`src/dmx_consts.svh`:
```
// constants for the data-move execution block
`ifndef DMX_CONSTS_SVH
`define DMX_CONSTS_SVH
`define DMX_DATA_W        8
`define DMX_PTR_W         16
`define DMX_FADDR_W       7
`define DMX_BANK_W        6
`define DMX_OFS_W         6
`define DMX_ALIAS0_ADDR   7'h00
`define DMX_ALIAS1_ADDR   7'h01
`define DMX_W_RESET       8'h00
`define DMX_PTR_RESET     16'h0000
`define DMX_BANK_RESET    6'h00
`define DMX_MODE_PREINC   2'h0
`define DMX_MODE_PREDEC   2'h1
`define DMX_MODE_POSTINC  2'h2
`define DMX_MODE_POSTDEC  2'h3
`endif

```
`src/dmx_pkg.sv`:
```
// types for the data-move execution block
package dmx_pkg;
  typedef enum logic [1:0] {
    DMX_OP_NONE,
    DMX_OP_FILE_MOVE,
    DMX_OP_INDIRECT_LOAD,
    DMX_OP_BANK_LOAD
  } dmx_op_type;
  typedef enum {
    DMX_IDLE,
    DMX_WAIT
  } dmx_state_type;
endpackage : dmx_pkg

```
`src/dmx_exec.sv`:
```
// execution of file move, indirect load and bank-select literal load
`timescale 1ns/1ps
`include "dmx_consts.svh"
module dmx_exec
  import dmx_pkg::*;
#(
  parameter int DATA_W = `DMX_DATA_W,
  parameter int PTR_W  = `DMX_PTR_W
) (
  input  wire logic                    clk,
  input  wire logic                    reset_n,
  input  wire logic                    op_valid,
  input  wire dmx_op_type              op_kind,
  input  wire logic [`DMX_FADDR_W-1:0] op_faddr,
  input  wire logic                    op_dest,
  input  wire logic                    op_ptr_sel,
  input  wire logic                    op_rel,
  input  wire logic [1:0]              pointer_update_mode,
  input  wire logic [`DMX_OFS_W-1:0]   op_offset,
  input  wire logic [`DMX_BANK_W-1:0]  op_literal,
  output logic                         op_ready,
  output logic                         mem_rd,
  output logic                         mem_wr,
  output logic [PTR_W-1:0]             mem_addr,
  output logic [DATA_W-1:0]            mem_wdata,
  input  wire logic [DATA_W-1:0]       mem_rdata,
  input  wire logic                    mem_rvalid,
  output logic [DATA_W-1:0]            acc_w,
  output logic                         zero_flag,
  output logic [`DMX_BANK_W-1:0]       bank_select_reg,
  output logic [PTR_W-1:0]             indirect_pointer0,
  output logic [PTR_W-1:0]             indirect_pointer1,
  output logic                         op_done
);

  // sign-extend the relative offset to pointer width
  function automatic logic [PTR_W-1:0] sext_ofs(input logic [`DMX_OFS_W-1:0] o);
    sext_ofs = {{(PTR_W-`DMX_OFS_W){o[`DMX_OFS_W-1]}}, o};
  endfunction : sext_ofs

  // effective address for one indirect access
  function automatic logic [PTR_W-1:0] eff_addr(input logic [PTR_W-1:0] p, input logic rel,
                                                input logic [1:0] md, input logic [`DMX_OFS_W-1:0] o);
    if (rel) begin
      eff_addr = p + sext_ofs(o);
    end else begin
      case (md)
        `DMX_MODE_PREINC: begin
          eff_addr = p + PTR_W'(1);
        end
        `DMX_MODE_PREDEC: begin
          eff_addr = p - PTR_W'(1);
        end
        default: begin
          // post modes address the pointer as it stands before the step
          eff_addr = p;
        end
      endcase
    end
  endfunction : eff_addr

  // pointer value left behind by one indirect access
  function automatic logic [PTR_W-1:0] ptr_after(input logic [PTR_W-1:0] p, input logic rel,
                                                 input logic [1:0] md);
    if (rel) begin
      ptr_after = p;
    end else if (md == `DMX_MODE_PREINC || md == `DMX_MODE_POSTINC) begin
      ptr_after = p + PTR_W'(1);
    end else begin
      ptr_after = p - PTR_W'(1);
    end
  endfunction : ptr_after

  // an alias location resolves to the pointer it names
  function automatic logic [PTR_W-1:0] alias_ptr(input logic [`DMX_FADDR_W-1:0] fa,
                                                 input logic [PTR_W-1:0] p0, input logic [PTR_W-1:0] p1);
    if (fa == `DMX_ALIAS1_ADDR) begin
      alias_ptr = p1;
    end else begin
      alias_ptr = p0;
    end
  endfunction : alias_ptr

  dmx_state_type             state_r, state_nxt;
  logic [DATA_W-1:0]         acc_r, acc_nxt;
  logic                      zero_r, zero_nxt;
  logic [`DMX_BANK_W-1:0]    bank_r, bank_nxt;
  logic [PTR_W-1:0]          ptr0_r, ptr0_nxt;
  logic [PTR_W-1:0]          ptr1_r, ptr1_nxt;
  logic                      dest_r, dest_nxt;
  logic                      load_r, load_nxt;
  logic [PTR_W-1:0]          addr_r, addr_nxt;
  logic                      done_r, done_nxt;
  logic                      rd_r, rd_nxt;
  logic                      wr_r, wr_nxt;
  logic [DATA_W-1:0]         wdata_r, wdata_nxt;
  logic [PTR_W-1:0]          sel_ptr;
  logic                      is_alias;
  logic                      take;
  logic                      mv_go;
  logic                      ind_go;
  logic                      bank_go;
  logic                      fin;

  assign sel_ptr  = op_ptr_sel ? ptr1_r : ptr0_r;
  // alias locations are pure address redirection; nothing is stored for them
  assign is_alias  = (op_faddr == `DMX_ALIAS0_ADDR) || (op_faddr == `DMX_ALIAS1_ADDR);

  // one issue strobe per kind; only the idle state accepts a request
  assign take    = op_valid && (state_r == DMX_IDLE);
  assign mv_go   = take && (op_kind == DMX_OP_FILE_MOVE);
  assign ind_go  = take && (op_kind == DMX_OP_INDIRECT_LOAD);
  assign bank_go = take && (op_kind == DMX_OP_BANK_LOAD);
  // read data is only taken while a read is outstanding
  assign fin     = mem_rvalid && (state_r == DMX_WAIT);

  // sequencing: a memory op parks in the wait state until its read data returns
  always_comb begin
    state_nxt = state_r;
    dest_nxt  = dest_r;
    load_nxt  = load_r;
    done_nxt  = 1'b0;
    case (state_r)
      DMX_IDLE: begin
        if (op_valid) begin
          case (op_kind)
            DMX_OP_FILE_MOVE, DMX_OP_INDIRECT_LOAD: begin
              dest_nxt  = (op_kind == DMX_OP_FILE_MOVE) && op_dest;
              load_nxt  = (op_kind == DMX_OP_INDIRECT_LOAD);
              state_nxt = DMX_WAIT;
            end
            DMX_OP_BANK_LOAD: begin
              done_nxt = 1'b1;
            end
            default: begin
              // an empty op finishes nothing, so it raises no done pulse
              done_nxt = 1'b0;
            end
          endcase
        end
      end
      DMX_WAIT: begin
        // rvalid outside the wait state is ignored; there is no read to pair it with
        if (mem_rvalid) begin
          done_nxt  = 1'b1;
          state_nxt = DMX_IDLE;
        end
      end
      default: begin
        state_nxt = DMX_IDLE;
      end
    endcase
  end

  always_ff @(posedge clk or negedge reset_n) begin
    // reset leaves the block idle and ready for a request
    if (!reset_n) begin
      state_r <= DMX_IDLE;
      dest_r  <= 1'b0;
      load_r  <= 1'b0;
      done_r  <= 1'b0;
    end else begin
      state_r <= state_nxt;
      dest_r  <= dest_nxt;
      load_r  <= load_nxt;
      done_r  <= done_nxt;
    end
  end

  // read request: the address is latched at issue and held until the next request
  always_comb begin
    addr_nxt = addr_r;
    rd_nxt   = 1'b0;
    if (mv_go) begin
      // an alias location has no storage, so the read goes to the pointer it names
      addr_nxt = is_alias ? alias_ptr(op_faddr, ptr0_r, ptr1_r) : PTR_W'(op_faddr);
      rd_nxt   = 1'b1;
    end
    if (ind_go) begin
      addr_nxt = eff_addr(sel_ptr, op_rel, pointer_update_mode, op_offset);
      rd_nxt   = 1'b1;
    end
  end

  always_ff @(posedge clk or negedge reset_n) begin
    if (!reset_n) begin
      addr_r <= `DMX_PTR_RESET;
      rd_r   <= 1'b0;
    end else begin
      addr_r <= addr_nxt;
      rd_r   <= rd_nxt;
    end
  end

  // write-back of a file move to itself, issued with the done pulse
  always_comb begin
    wr_nxt    = 1'b0;
    wdata_nxt = wdata_r;
    if (fin && dest_r && !load_r) begin
      wr_nxt    = 1'b1;
      wdata_nxt = mem_rdata;
    end
  end

  always_ff @(posedge clk or negedge reset_n) begin
    if (!reset_n) begin
      wr_r    <= 1'b0;
      wdata_r <= `DMX_W_RESET;
    end else begin
      wr_r    <= wr_nxt;
      wdata_r <= wdata_nxt;
    end
  end

  // accumulator and zero flag only change on returned read data
  always_comb begin
    acc_nxt  = acc_r;
    zero_nxt = zero_r;
    if (fin) begin
      if (load_r || !dest_r) begin
        acc_nxt = mem_rdata;
      end
      zero_nxt = (mem_rdata == '0);
    end
  end

  always_ff @(posedge clk or negedge reset_n) begin
    if (!reset_n) begin
      acc_r  <= `DMX_W_RESET;
      zero_r <= 1'b0;
    end else begin
      acc_r  <= acc_nxt;
      zero_r <= zero_nxt;
    end
  end

  // pointers step at issue, even for pre modes, so a back-to-back op sees the new value
  always_comb begin
    ptr0_nxt = ptr0_r;
    ptr1_nxt = ptr1_r;
    if (ind_go) begin
      if (op_ptr_sel) begin
        ptr1_nxt = ptr_after(ptr1_r, op_rel, pointer_update_mode);
      end else begin
        ptr0_nxt = ptr_after(ptr0_r, op_rel, pointer_update_mode);
      end
    end
  end

  always_ff @(posedge clk or negedge reset_n) begin
    if (!reset_n) begin
      ptr0_r <= `DMX_PTR_RESET;
      ptr1_r <= `DMX_PTR_RESET;
    end else begin
      ptr0_r <= ptr0_nxt;
      ptr1_r <= ptr1_nxt;
    end
  end

  // the bank load has no path into the zero flag logic, so flags stay as they are
  always_comb begin
    bank_nxt = bank_r;
    if (bank_go) begin
      bank_nxt = op_literal;
    end
  end

  always_ff @(posedge clk or negedge reset_n) begin
    if (!reset_n) begin
      bank_r <= `DMX_BANK_RESET;
    end else begin
      bank_r <= bank_nxt;
    end
  end

  // a write-back stays in the wait-free path, so a new op may be taken while it issues
  assign op_ready          = (state_r == DMX_IDLE);
  assign mem_rd            = rd_r;
  assign mem_wr            = wr_r;
  assign mem_addr          = addr_r;
  assign mem_wdata         = wdata_r;
  assign acc_w             = acc_r;
  assign zero_flag         = zero_r;
  assign bank_select_reg   = bank_r;
  assign indirect_pointer0 = ptr0_r;
  assign indirect_pointer1 = ptr1_r;
  assign op_done           = done_r;

endmodule : dmx_exec

```
`config.mk`:
```
export PLATFORM = sky130hd
export DESIGN_NAME = dmx_exec
export DESIGN_NICKNAME = d
export VERILOG_FILES = /design/src/dmx_pkg.sv /design/src/dmx_exec.sv
export VERILOG_INCLUDE_DIRS = /design/src /design/src/src
export SDC_FILE = /design/constraint.sdc
export NUM_CORES = 1
export LEC_CHECK = 0
export CORE_UTILIZATION = 40
export DETAILED_ROUTE_END_ITERATION = 8
export DONT_BUFFER_PORTS = 1
export SLEW_MARGIN = 10
export SYNTH_ARGS = -nofsm -noshare
export SYNTH_HDL_FRONTEND = slang
export SYNTH_SLANG_ARGS = --single-unit
```
`constraint.sdc`:
```
create_clock -name clk -period 3.1 [get_ports clk]
set_clock_uncertainty 0.05 [all_clocks]
set_input_delay 0.62 -clock clk [delete_from_list [all_inputs] [get_ports clk]]
set_output_delay 0.62 -clock clk [all_outputs]
set_load 0.02 [all_outputs]
```
# Yosys cells after proc, flatten, opt, wreduce, memory -nomap -nowiden
# Index checks and enable logic that the tools add are counted.
[totals]
ff_bits = 108
word_cells = 78
inputBits = 38
output_inout_bits = 75
[classes]
n_eq_ne = 11
n_reduce_logical = 25
mux = 20
bitwise_logic = 2
add_sub_neg = 7
[ops]
columns = ["op", "n"]
rows = [
  ["$mux W16", 8],
  ["$mux W32", 3],
  ["$logic_not A32 Y1", 2],
  ["$pmux W32 S2", 1],
  ["$add A16 B1 Y16 const B", 3],
  ["$sub A16 B1 Y16 const B", 3],
  ["$eq A32 B1 Y1 const B", 1],
  ["$eq A32 B2 Y1 const B", 1],
  ["$pmux W16 S2", 1],
  ["$add A16 B16 Y16", 1],
  ["$reduce_and A3 Y1", 4],
  ["$logic_and A1 B1 Y1", 8],
  ["$logic_not A8 Y1", 1],
  ["$eq A7 B1 Y1 const B", 1],
  ["$logic_not A7 Y1", 1],
  ["$eq A2 B2 Y1 const B", 3],
  ["$mux W1", 6],
  ["$eq A2 B1 Y1 const B", 2],
  ["$ne A2 B2 Y1 const B", 2],
  ["$logic_or A1 B1 Y1", 3],
  ["$logic_not A1 Y1", 2],
  ["$logic_not A2 Y1", 1],
  ["$ne A2 B1 Y1 const B", 1],
  ["$not A1 Y1", 2],
  ["other kinds (4)", 4],
]

# Logic depth before layout (Yosys ltp)
[depth]
word_depth = 5
mapped_depth = 14
mapped_depth_nobuf = 12

# Worst setup path before layout
# Ideal clock, no wire load.
[synth_path]
path_kind = "input port to flip-flop"
startpoint = "input port op_ptr_sel"
endpoint = "register addr_r[15] (netlist: mem_addr[15])"
required_time_ns = 2.906
path_slack_ns = -0.388
setup_ns = 0.144
stages = 13
t_arrival_ns = 3.293
n_path_buf = 2
cell_sequence = "buf_6 > buf_1 > mux2_2 > ha_1 > a21o_1 > a21oi_1 > a21oi_2 > o31ai_4 > o31ai_2 > o41ai_2 > mux2i_1 > xnor2_1 > a31oi_1"
[synth_between]
elab_chain_len = 5
[synth_lines]
columns = ["element", "line_no", "rtl"]
rows = [
  ["start, declared", "dmx_exec.sv:16", "input wire logic op_ptr_sel,"],
  ["$mux W16 *", "dmx_exec.sv:105", "assign sel_ptr = op_ptr_sel ? ptr1_r : ptr0_r;"],
  ["$sub A16 B1 Y16 or $add A16 B1 Y16 (tied branches)", "dmx_exec.sv:52, dmx_exec.sv:49", ""],
  ["$pmux W16 S2", "dmx_exec.sv:47", "case (md)"],
  ["$mux W16 *", "dmx_exec.sv:44", "if (rel) begin"],
  ["$mux W16 *", "dmx_exec.sv:179", "if (ind_go) begin"],
  ["end signal, assigned", "dmx_exec.sv:187", "addr_r <= `DMX_PTR_RESET;"],
  ["end signal, assigned", "dmx_exec.sv:190", "addr_r <= addr_nxt;"],
  ["end, declared", "dmx_exec.sv:92", "logic [PTR_W-1:0] addr_r, addr_nxt;"],
]
# Every way passes the cells marked *; elsewhere a longest branch is shown, timed or not.
# A chain may end at the register's enable or synchronous reset.

# Final worst setup path
[layout_path]
startpoint = "register ptr0_r[0] (netlist: indirect_pointer0[0])"
endpoint = "register addr_r[14] (netlist: mem_addr[14])"
[layout_between]
elab_chain_len = 5
[layout_lines]
columns = ["element", "line_no", "rtl"]
rows = [
  ["start, declared", "dmx_exec.sv:88", "logic [PTR_W-1:0] ptr0_r, ptr0_nxt;"],
  ["start signal, assigned", "dmx_exec.sv:252", "ptr0_r <= `DMX_PTR_RESET;"],
  ["start signal, assigned", "dmx_exec.sv:255", "ptr0_r <= ptr0_nxt;"],
  ["$mux W16 *", "dmx_exec.sv:105", ""],
  ["$sub A16 B1 Y16 or $add A16 B1 Y16 (tied branches)", "dmx_exec.sv:52, dmx_exec.sv:49", ""],
  ["$pmux W16 S2", "dmx_exec.sv:47", ""],
  ["$mux W16 *", "dmx_exec.sv:44", ""],
  ["$mux W16 *", "dmx_exec.sv:179", ""],
]
# Marks and branches as above.

==> impl_metrics.tcl <==
set metrics [dict create \
    synth_nets 833 \
    critical_path.slowest_cell "fa_1" \
    ant_nets 0 \
    ys_top_cells_by_area "dfrtp_1 30%, ha_1 11%, nand2_1 5.7%" \
    initial_core_util 0.415 \
    numCtsBuffers 9 \
    clkTransAtPathRegs_ns 0.07 \
    drt_wl_total_mm 19.8 \
    clock.fmax_ghz 0.334 \
    crit_fanout 2 \
    syn_inst 737 \
    synth_edf_count 0 \
    grt_use_met1 0.295 \
    hpwl_mm 15.7 \
    crit_chain "mux2_2, ha_1, fa_1, a21o_1, a21oi_1, o21ai_0, a41oi_2, a21oi_1, xor2_1, a22oi_1, a31oi_1" \
    std_cell_rows 45 \
    cpMostUsedCell "a21oi_1" \
    drv_cap 0 \
    avgSynthCellArea_um2 8.65 \
    via_count 5885 \
    overflow 0 \
    core-area_mm2 0.0154 \
    cts_tree "done" \
    cp_top_family "compound AO/OA/AOI/OAI gates" \
    crit_buf_inv 0 \
    grt_max_degree 78 \
    die_x_um 128 \
    drc 0 \
    grt.total_usage 0.249 \
    critical-path-max-stage-delay_ns 0.40 \
    synthArstFlopShare 1.00 \
    slew_headroom 0.570 \
    antenna_found_initial 0 \
    timing.final.crit_period_ns 2.99 \
    syn_to_final_growth_pct 17.1 \
    clk_latency_ns 0.34 \
    port_buffers 0 \
    worst_ep_required_time_ns 3.27 \
    arrival_ns 3.16 \
    met3_usage 0.0710 \
    synth-main-ff-cell "dfrtp_1" \
    ys_seq_area_frac 0.302 \
    fin_crit_sh 0.966 \
    hp-class "input pin to asynchronous set/reset pin" \
    synth-seq-cells 77 \
    worstSetupPathType "register to register" \
    grt_use_met2 0.427 \
    pre_cts_slack_ns -0.145 \
    clockBufferDepth 2 \
    start_kind "register" \
    status "finished, final reports clean" \
    endpoint_kind "register" \
    power_density_mw_per_mm2 1020 \
    dr.pass1.iters 5 \
    leakage_nw 3.42 \
    final_hold_viol_count 0 \
    fin_hold_ws_ns 0.116 \
    fin_ws_ns 0.106 \
    finish.utilization 0.486 \
    drt-initial-drc-count 347 \
    synth_warnings 0 \
    synth_cell_types 68 \
    ir_drop_mv 0.376 \
    syn-cell-area_mm2 0.00637 \
    synth_top_area_frac 0.302 \
    nets 894 \
    htree_levels 3 \
    postCtsSetupBuffers 0 \
    io_pins 113 \
    wire_per_inst_um 19.5 \
    drive_above_1_share 0.187 \
    dieArea_mm2 0.0164 \
    grt_pass1_vias 5817 \
    cts-root-buf "clkbuf_16" \
    n_antenna_cell 0 \
    drv_slew 0 \
    die_h_um 128 \
    cts_sinks 77 \
    grt_pass1_wl_mm 31.3 \
    tightest_slew_ns 0.643 \
    busiest_layer "met2" \
    viasPerCell 5.80 \
    synth_top_area_cell "dfrtp_1" \
    place_congestion 0.905 \
    setup_viol 0 \
    finalPower_mw 7.61 \
]
==> placed cells by master, fill, tap and decap left out, drive strengths merged, types with 11 or more instances in the layout <==
cell / instances
a21oi: 52
nor2: 52
mux2: 29
nand3: 18
nor3: 25
mux2i: 26
o21ai: 67
ha: 54
a211oi: 11
dfrtp: 77
inv: 27
xor2: 18
xnor2: 34
buf: 71
nand2: 97
==> worst paths after layout <==
path | slack [ns] | start | end | depth (start not counted)
max reg2reg | 0.11 | indirect_pointer0[0] | mem_addr[14] | 11
min reg2reg | 0.46 | load_r | load_r | 1
max in group asynchronous | 2.58 | reset_n | indirect_pointer1[6] | 1
max | 0.11 | indirect_pointer0[0] | mem_addr[14] | 11
min | 0.12 | reset_n | mem_wdata[2] | 1
min in group clk | 0.32 | mem_rvalid | state_r[0] | 1
==> Yosys cell counts, types with 3 or more instances <==
library cell,instances
or4_1,3
or3_1,10
nand2_1,97
a211oi_1,10
nand3_1,17
clkbuf_1,18
a21o_1,10
xor2_1,18
clkinv_1,3
xnor2_1,34
or2_2,3
o221ai_1,4
a211o_1,3
inv_2,3
nand2b_1,8
nor3_1,24
a21oi_1,50
mux2i_4,3
mux2i_1,23
nor2_1,51
mux2_2,28
o2111ai_1,3
o31ai_1,8
o21ai_0,62
o21ai_1,5
o21a_1,3
inv_1,18
nor4_1,4
nor2b_1,10
o22ai_1,6
ha_1,54
dfrtp_1,77
fa_1,4
and3_1,7
a31oi_1,10
o211ai_1,6
==> layout make-up <==
type / instances / area (µm²)
Clock buffer: 9 / 225
Tap cell: 211 / 264
Sequential cell: 77 / 1930
Inverter: 25 / 98.8
Multi-Input combinational cell: 614 / 4330
Clock inverter: 7 / 65.1
Fill cell: 1490 / 7910
Timing Repair Buffer: 71 / 553
==> logic make-up after synthesis <==
family | count (synthesis) | synth area share
and+or+nand+nor | 246 | 0.178
AOI/OAI and AO/OA | 203 | 0.202
DFF | 77 | 0.302
adders and majority gates | 58 | 0.119
muxes | 55 | 0.0985
xor gates and xnor gates | 52 | 0.0714
buffers and inverters | 46 | 0.0288
==> per-layer routing <==
metal / up-vias / wire (µm)
li1: 2801 / -
met1: 2841 / 8050
met2: 203 / 9580
met3: 40 / 1650
met4: 0 / 533
met5: - / 0
==> timing repair <==
item / 4_1_cts / 5_1_grt
endpoints found under the setup margin: 0 / 5
gates resized for setup: 0 / 5
hold endpoints to repair: 77 / 0
hold buffers: 1 / 0
==> stage by stage <==
step           area, µm²  cells  setup TNS (ns)
5_1_grt             7470   1014         -0.0253
3_3_place_gp        7120    997          -0.152
2_1_floorplan       6440    737         -0.0446
3_5_place_dp        7120    997          -0.405
4_1_cts             7440   1014               0
6_report            7470   1014               0
==> worst reg2reg max path: stages (launching register included) <==
cell and delay (ns):
dfrtp_1 0.39, mux2_2 0.29, ha_1 0.23, fa_1 0.40, a21o_1 0.21, a21oi_1 0.20, o21ai_0 0.21, a41oi_2 0.31
a21oi_1 0.12, xor2_1 0.15, a22oi_1 0.20, a31oi_1 0.11
==> power by group <==
| part | switching, mW | total (mW) | internal [mW] | leakage (nW) |
|---|---|---|---|---|
| sequential | 0.653 | 2.04 | 1.39 | 0.965 |
| combinational | 2.53 | 4.52 | 1.99 | 2.31 |
| clock | 0.481 | 1.05 | 0.564 | 0.141 |
| total | 3.66 | 7.61 | 3.95 | 3.42 |
Note: power is estimated with default switching activity, not from simulation.
